===== config.mk =====
export PLATFORM = sky130hd
export DESIGN_NAME = ocdmc_top
export DESIGN_NICKNAME = d
export VERILOG_FILES = /design/src/logic/ocdmc_pkg.sv /design/src/logic/ocdmc_sync2.sv /design/src/logic/ocdmc_top.sv
export SDC_FILE = /design/constraint.sdc
export NUM_CORES = 1
export LEC_CHECK = 0
export BUFFER_PORTS_ARGS = -buffer_cell sky130_fd_sc_hd__buf_2
export CORE_MARGIN = 3
export CORE_UTILIZATION = 42
export DETAILED_ROUTE_END_ITERATION = 10
export PLACE_DENSITY = 0.78
export SLEW_MARGIN = 20
export SYNTH_ARGS = -nofsm -noshare
export SYNTH_HDL_FRONTEND = slang
export SYNTH_SLANG_ARGS = --single-unit

===== constraint.sdc =====
create_clock -name clk -period 1.09 [get_ports clk]
set_input_delay 0.0545 -clock clk [delete_from_list [all_inputs] [get_ports clk]]
set_output_delay 0.0545 -clock clk [all_outputs]
set_load 0.02 [all_outputs]

===== src/logic/ocdmc_pkg.sv =====
// package: constants and carrier types for the on-chip debug mode control block
package ocdmc_pkg;

    // debug mode register reset value and field position
    localparam logic [7:0] DBG_MODE_RESET    = 8'h01;
    localparam int         DBG_MODE_SEL_BIT  = 0;
    // register port offsets (byte addresses)
    localparam logic [3:0] OFF_DBG_MODE      = 4'h0;
    localparam logic [3:0] OFF_STATUS        = 4'h4;
    // protected write sequence key
    localparam logic [7:0] PROTECT_KEY       = 8'hA5;
    localparam logic [3:0] OFF_PROTECT       = 4'h8;

    typedef struct packed {
        logic [3:0] addr;
        logic [7:0] wdata;
        logic       wr;
        logic       rd;
    } ocdmc_req_t;

    typedef struct packed {
        logic debugPinsEn;
        logic ddoOut;
        logic ddoOe;
        logic regNormalHold;
        logic lowVoltAllow;
        logic cpuResetReq;
        logic periphResetReq;
        logic portBufResetReq;
    } ocdmc_ctl_t;

endpackage


===== src/logic/ocdmc_sync2.sv =====
// two-flop synchroniser for asynchronous pin inputs
`timescale 1ns/1ps
module ocdmc_sync2 #(
    parameter int W = 1
) (
    input  wire logic         clk,
    input  wire logic         rst_n,
    input  wire logic [W-1:0] din,
    output logic      [W-1:0] dout
);
    typedef struct packed {
        logic [W-1:0] meta;
        logic [W-1:0] sync;
    } ocdmc_sync_t;

    ocdmc_sync_t st_ff;
    ocdmc_sync_t nxt_st;

    always_comb begin
        nxt_st      = st_ff;
        nxt_st.meta = din;
        nxt_st.sync = st_ff.meta;
    end

    always_ff @(posedge clk or negedge rst_n) begin
        if (!rst_n) begin
            st_ff <= '0;
        end else begin
            st_ff <= nxt_st;
        end
    end

    assign dout = st_ff.sync;
endmodule


===== src/logic/ocdmc_top.sv =====
// on-chip debug mode control: pin enable, reset masking, forced pins and regulator
// Operation
// RULE1 - debug pins only when select=1 and dbg-reset high
// RULE2 - mode writes need dbg-reset low, protected sequence
// RULE3 - pin reset loads 01h; internal resets keep
// RULE4 - pin reset ignored during debug break
// RULE5 - masked pin reset still resets port buffers
// RULE6 - debug mode forces serial out pin high
// RULE7 - debug mode keeps regulator at normal voltage
// RULE8 - monitor debug masks only pin reset
// RULE9 - reset while running may disturb breaks
// RULE10 - software holds dbg-reset low or clears select
// RULE11 - monitor receive interrupt never masked
// RULE12 - monitor serial channel not reconfigured
// RULE13 - monitor receive vector location left free
// RULE14 - ten-byte security id in flash
// RULE15 - monitor flash area stays erased
// RULE16 - reset vector patterns limited for download
// RULE17 - port4 selections kept for clocked channel
// RULE18 - handshake port read-modify-write tolerates interrupts
// RULE19 - reset during live flash access unreliable
// RULE20 - registered debug pins enable signal
//
// Chosen here: the register addresses and the strobed register port.
`timescale 1ns/1ps
module ocdmc_top
    import ocdmc_pkg::*;
(
    input  wire logic                  clk,
    input  wire logic                  rst_n,
    input  wire logic                  extResetPin_n,
    input  wire logic                  internalReset,
    input  wire logic                  debugUnitResetPin,
    input  wire logic                  cpuAtBreak,
    input  wire logic                  useDedicatedDebugUnit,
    input  wire logic                  lowVoltReq,
    input  wire ocdmc_pkg::ocdmc_req_t req,
    output logic [7:0]                 rdata,
    output ocdmc_pkg::ocdmc_ctl_t      ctl
);
    import ocdmc_pkg::*;

    typedef struct packed {
        logic       modeSel;
        logic       unlocked;
        logic [7:0] rdata;
        ocdmc_ctl_t ctl;
    } ocdmc_state_t;

    ocdmc_state_t st_ff;
    ocdmc_state_t nxt_st;
    logic [2:0]   pinSync;
    logic         drstHigh;
    logic         pinRstAct;
    logic         breakSync;

    // pins cross into clk domain before use
    ocdmc_sync2 #(
        .W(3)
    ) u_sync (
        .clk  (clk),
        .rst_n(rst_n),
        .din  ({debugUnitResetPin, ~extResetPin_n, cpuAtBreak}),
        .dout (pinSync)
    );

    assign drstHigh  = pinSync[2];
    assign pinRstAct = pinSync[1];
    assign breakSync = pinSync[0];

    always_comb begin
        logic masked;
        logic debugMode;
        masked     = 1'b0;
        debugMode  = 1'b0;
        nxt_st     = st_ff;
        // RULE4 RULE8 break masks pin reset only
        masked = breakSync;
        // RULE2 key write arms one following write
        if (req.wr && req.addr == OFF_PROTECT) begin
            nxt_st.unlocked = (req.wdata == PROTECT_KEY);
        end else if (req.wr) begin
            nxt_st.unlocked = 1'b0;
        end
        // RULE2 mode write gated by dbg-reset low
        if (req.wr && req.addr == OFF_DBG_MODE && st_ff.unlocked && !drstHigh) begin
            nxt_st.modeSel = req.wdata[DBG_MODE_SEL_BIT];
        end
        // RULE3 pin reset reloads; internal resets keep
        // level, not edge: a reset held past the break end still reloads
        if (pinRstAct && !masked) begin
            nxt_st.modeSel = DBG_MODE_RESET[DBG_MODE_SEL_BIT];
        end
        // RULE1 RULE20 registered enable for pin mux
        debugMode = st_ff.modeSel & drstHigh;
        nxt_st.ctl.debugPinsEn = debugMode;
        // RULE6 serial out forced high
        nxt_st.ctl.ddoOut = debugMode;
        nxt_st.ctl.ddoOe  = debugMode;
        // RULE7 regulator stays normal in debug mode
        nxt_st.ctl.regNormalHold = debugMode;
        nxt_st.ctl.lowVoltAllow  = lowVoltReq & ~debugMode;
        // RULE9 RULE19 resets while running pass unguarded
        // RULE18 no port state kept here; monitor owns it
        // RULE4 no cpu/peripheral reset from pin at break; internal reset still passes
        nxt_st.ctl.cpuResetReq    = (pinRstAct & ~masked) | internalReset;
        nxt_st.ctl.periphResetReq = (pinRstAct & ~masked) | internalReset;
        // RULE5 port buffers still see pin reset
        nxt_st.ctl.portBufResetReq = pinRstAct;
        nxt_st.rdata = 8'h00;
        if (req.rd) begin
            unique case (req.addr)
                OFF_DBG_MODE: nxt_st.rdata = {7'h00, st_ff.modeSel};
                OFF_STATUS:   nxt_st.rdata = {3'h0, useDedicatedDebugUnit, breakSync, drstHigh,
                                              st_ff.unlocked, debugMode};
                default:      nxt_st.rdata = 8'h00;
            endcase
        end
    end

    always_ff @(posedge clk or negedge rst_n) begin
        if (!rst_n) begin
            st_ff         <= '0;
            st_ff.modeSel <= 1'b1;
        end else begin
            st_ff <= nxt_st;
        end
    end

    assign rdata = st_ff.rdata;
    assign ctl   = st_ff.ctl;
endmodule

==> metrics.yaml <==
grt:
  grtUsageTotal_pct: 12.32
  grt_max_degree: 18
  grt_pass1_wl_um: 1856
  grt_remaining_overflow: 0
  grt_pass1_vias: 489
  grt_antenna_before_repair: 0
die:
  dieArea_um2: 2239
  die_h_um: 47.32
  design.portCount: 38
  coreArea_um2: 1559
  start_util_pct: 45.99
  die_w_um: 47.32
  fp-row-count: 14
clock_tree:
  path_clk_slew_ns: 0.10
  cts-resized-gates: 0
  cts.sinks: 17
  cts_tree: "yes"
  cts.htree.levels: 1
  clk_latency_ns: 0.28
  cts_buffers: 3
  root_buffer: "clkbuf_4"
  cts_buffer_depth: 2
timing:
  fmax_mhz: 986.2
  hold_viol: 0
  setup_viol_count_final: 0
  setup_ws_ns: 0.07601
  finalCriticalPeriod_ns: 1.014
  worst_clock_skew_ns: 0.003435
  report.final.slew_viol_count: 0
  rsz0062_at_grt: "no"
  whs_ns: 0.02421
  fin_crit_sh_pct: 93.03
  finalSetupTns_ns: 0
hold_path:
  hp-start: "req[2]"
  whs_endpoint: "st_ff[16]"
  hold_depth: 3
  hold_path_class: "input port to register"
critical_path:
  r2r_slack_ns: 0.08
  crit_arrival_ns: 1.23
  slowest_delay_ns: 0.40
  cp-start-kind: "register"
  end_kind: "register"
  cpMaxStageDelayCell: "dfrtp_1"
  crit_required_ns: 1.31
  rr_worst_depth: 3
  crit_buf_inv: 0
  critPathMaxFanout: 4
  path_cells: "nor2_1, and4_2, a221o_1"
  cp_top_family: "flip-flops"
  regToRegStartpoint: "u_sync.dout[2]"
  reg2reg_to: "st_ff[17]"
  path_class: "register to register"
cells_and_area:
  n_antenna_cell: 0
  drive_gt1_share_pct: 51.69
  nNetsFinal: 112
  final_common_cell: "buf_2"
  layout_common_cells: "34 x buf_2, 16 x dfrtp_1, 7 x dlygate4sd3_1"
  design_area_um2: 899.6
  layout.cells.non_filler: 105
  fill_cells: 137
  fin_util_pct: 57.70
  area_delta_synth_final_pct: 25.48
flow_run:
  maxCapViolCount: 0
place:
  finalWeightedCongestion: 0.7804
  dp_slack_ns: 0.06874
  port_buffers: 34
  placed_area_um2: 802.0
  placedCellCount: 94
synthesis:
  seq_area_frac_synth_pct: 59.51
  synth.area.top_cells: "dfrtp_1 56%, buf_4 17%, and3_2 4.2%, dfstp_2 3.7%, nor4b_4 3.3%"
  avgSynthCellArea_um2: 12.58
  synth.top_cell.area_share_pct: 55.85
  ys_seq_elements: 17
  syn_inst: 57
  yosys_warnings: 0
  yosysUniqueCellTypes: 19
  syn-cell-area_um2: 716.9
  yosysTopAreaCell: "dfrtp_1"
pwr:
  peakVddDrop_uv: 894.1
  finalPower_mw: 1.140
  power.density_nw_per_um2: 1267
  p_leak_nw: 0.4905
drt:
  drt_wl_total_um: 1292
  postRouteAntennaNets: 0
  firstDrtPassIters: 2
  drt_iter0_drc: 5
  wire_per_inst_um: 12.30
  drc: 0
  num_vias: 496
  vias_per_cell: 4.724
run_status:
  status: "finished clean"
## metal layers
| metal | vias to the layer above | track usage, % | part of all wire [%] |
|---|---|---|---|
| li1 | 238 | - | - |
| met1 | 227 | 14.35 | 41 |
| met2 | 31 | 21.12 | 50 |
| met3 | 0 | 3.448 | 9.8 |
| met4 | 0 | 4.972 | 0 |
| met5 | - | 0 | 0 |
## registers in the layout, indices dropped and copies added (netlist names)
signal / cells
u_sync.dout: 3
ctl: 4
rdata: 5
st_ff: 2
u_sync.nxt_st: 3
## worst max path at each step
stage | to | from | cells past startpoint | slack, ns
global placement | st_ff[17] | req[12] | 4 | 0.12
detailed placement | st_ff[17] | req[12] | 4 | 0.07
CTS | st_ff[17] | u_sync.dout[2] | 3 | 0.07
finish | st_ff[17] | u_sync.dout[2] | 3 | 0.08
floorplan | st_ff[17] | u_sync.dout[2] | 3 | 0.17
global route | st_ff[17] | u_sync.dout[2] | 3 | 0.02
## repair_timing
| item | CTS | global route |
|---|---|---|
| hold buffers | 7 | 0 |
| setup endpoints to repair | 0 | 0 |
| hold endpoints to repair | 23 | 0 |
| setup buffers | 0 | 0 |
## worst min-delay path, delay by kind of cell
| family | cells | cell delay [ns] |
|---|---|---|
| AO/OA/AOI/OAI | 1 | 0.06 |
| buffers and inverters | 1 | 0.10 |
| AND/OR/NAND/NOR | 1 | 0.06 |
## final cells by class
type	count	area, um2	share of cell area (%)
timing repair buffer	42	247.7	27.54
clock buffer	3	22.52	2.503
clock inverter	1	5.005	0.5563
sequential	17	426.7	47.43
multi-input combinational	23	166.4	18.50
inverter	3	11.26	1.252
tap	16	20.02	2.225
## cell usage after synthesis
cell	count
buf_4	16
dfrtp_1	16
and3_2	4
inv_1	3
nand3_1	3
nor2_1	2
a21o_1	1
a221o_1	1
and2_1	1
and3_1	1
and4_2	1
conb_1	1
dfstp_2	1
nor2b_1	1
nor4b_1	1
nor4b_4	1
nor4bb_1	1
o22ai_1	1
or2b_1	1
## cells by family after synthesis
| family | Yosys count | synth area share (%) |
|---|---|---|
| other cells | 1 | 0.5231 |
| flops | 17 | 59.51 |
| buf+inv | 19 | 18.33 |
| simple gates | 17 | 18.33 |
| compound gates | 3 | 3.317 |
## where the power goes
part / internal, mW / switching [mW] / leakage [nW] / total (mW)
clock network: 0.136 / 0.193 / 0.0177 / 0.329
registers: 0.652 / 0.0101 / 0.211 / 0.662
logic: 0.0691 / 0.0796 / 0.262 / 0.149
Power figures use the tool's default switching activity.
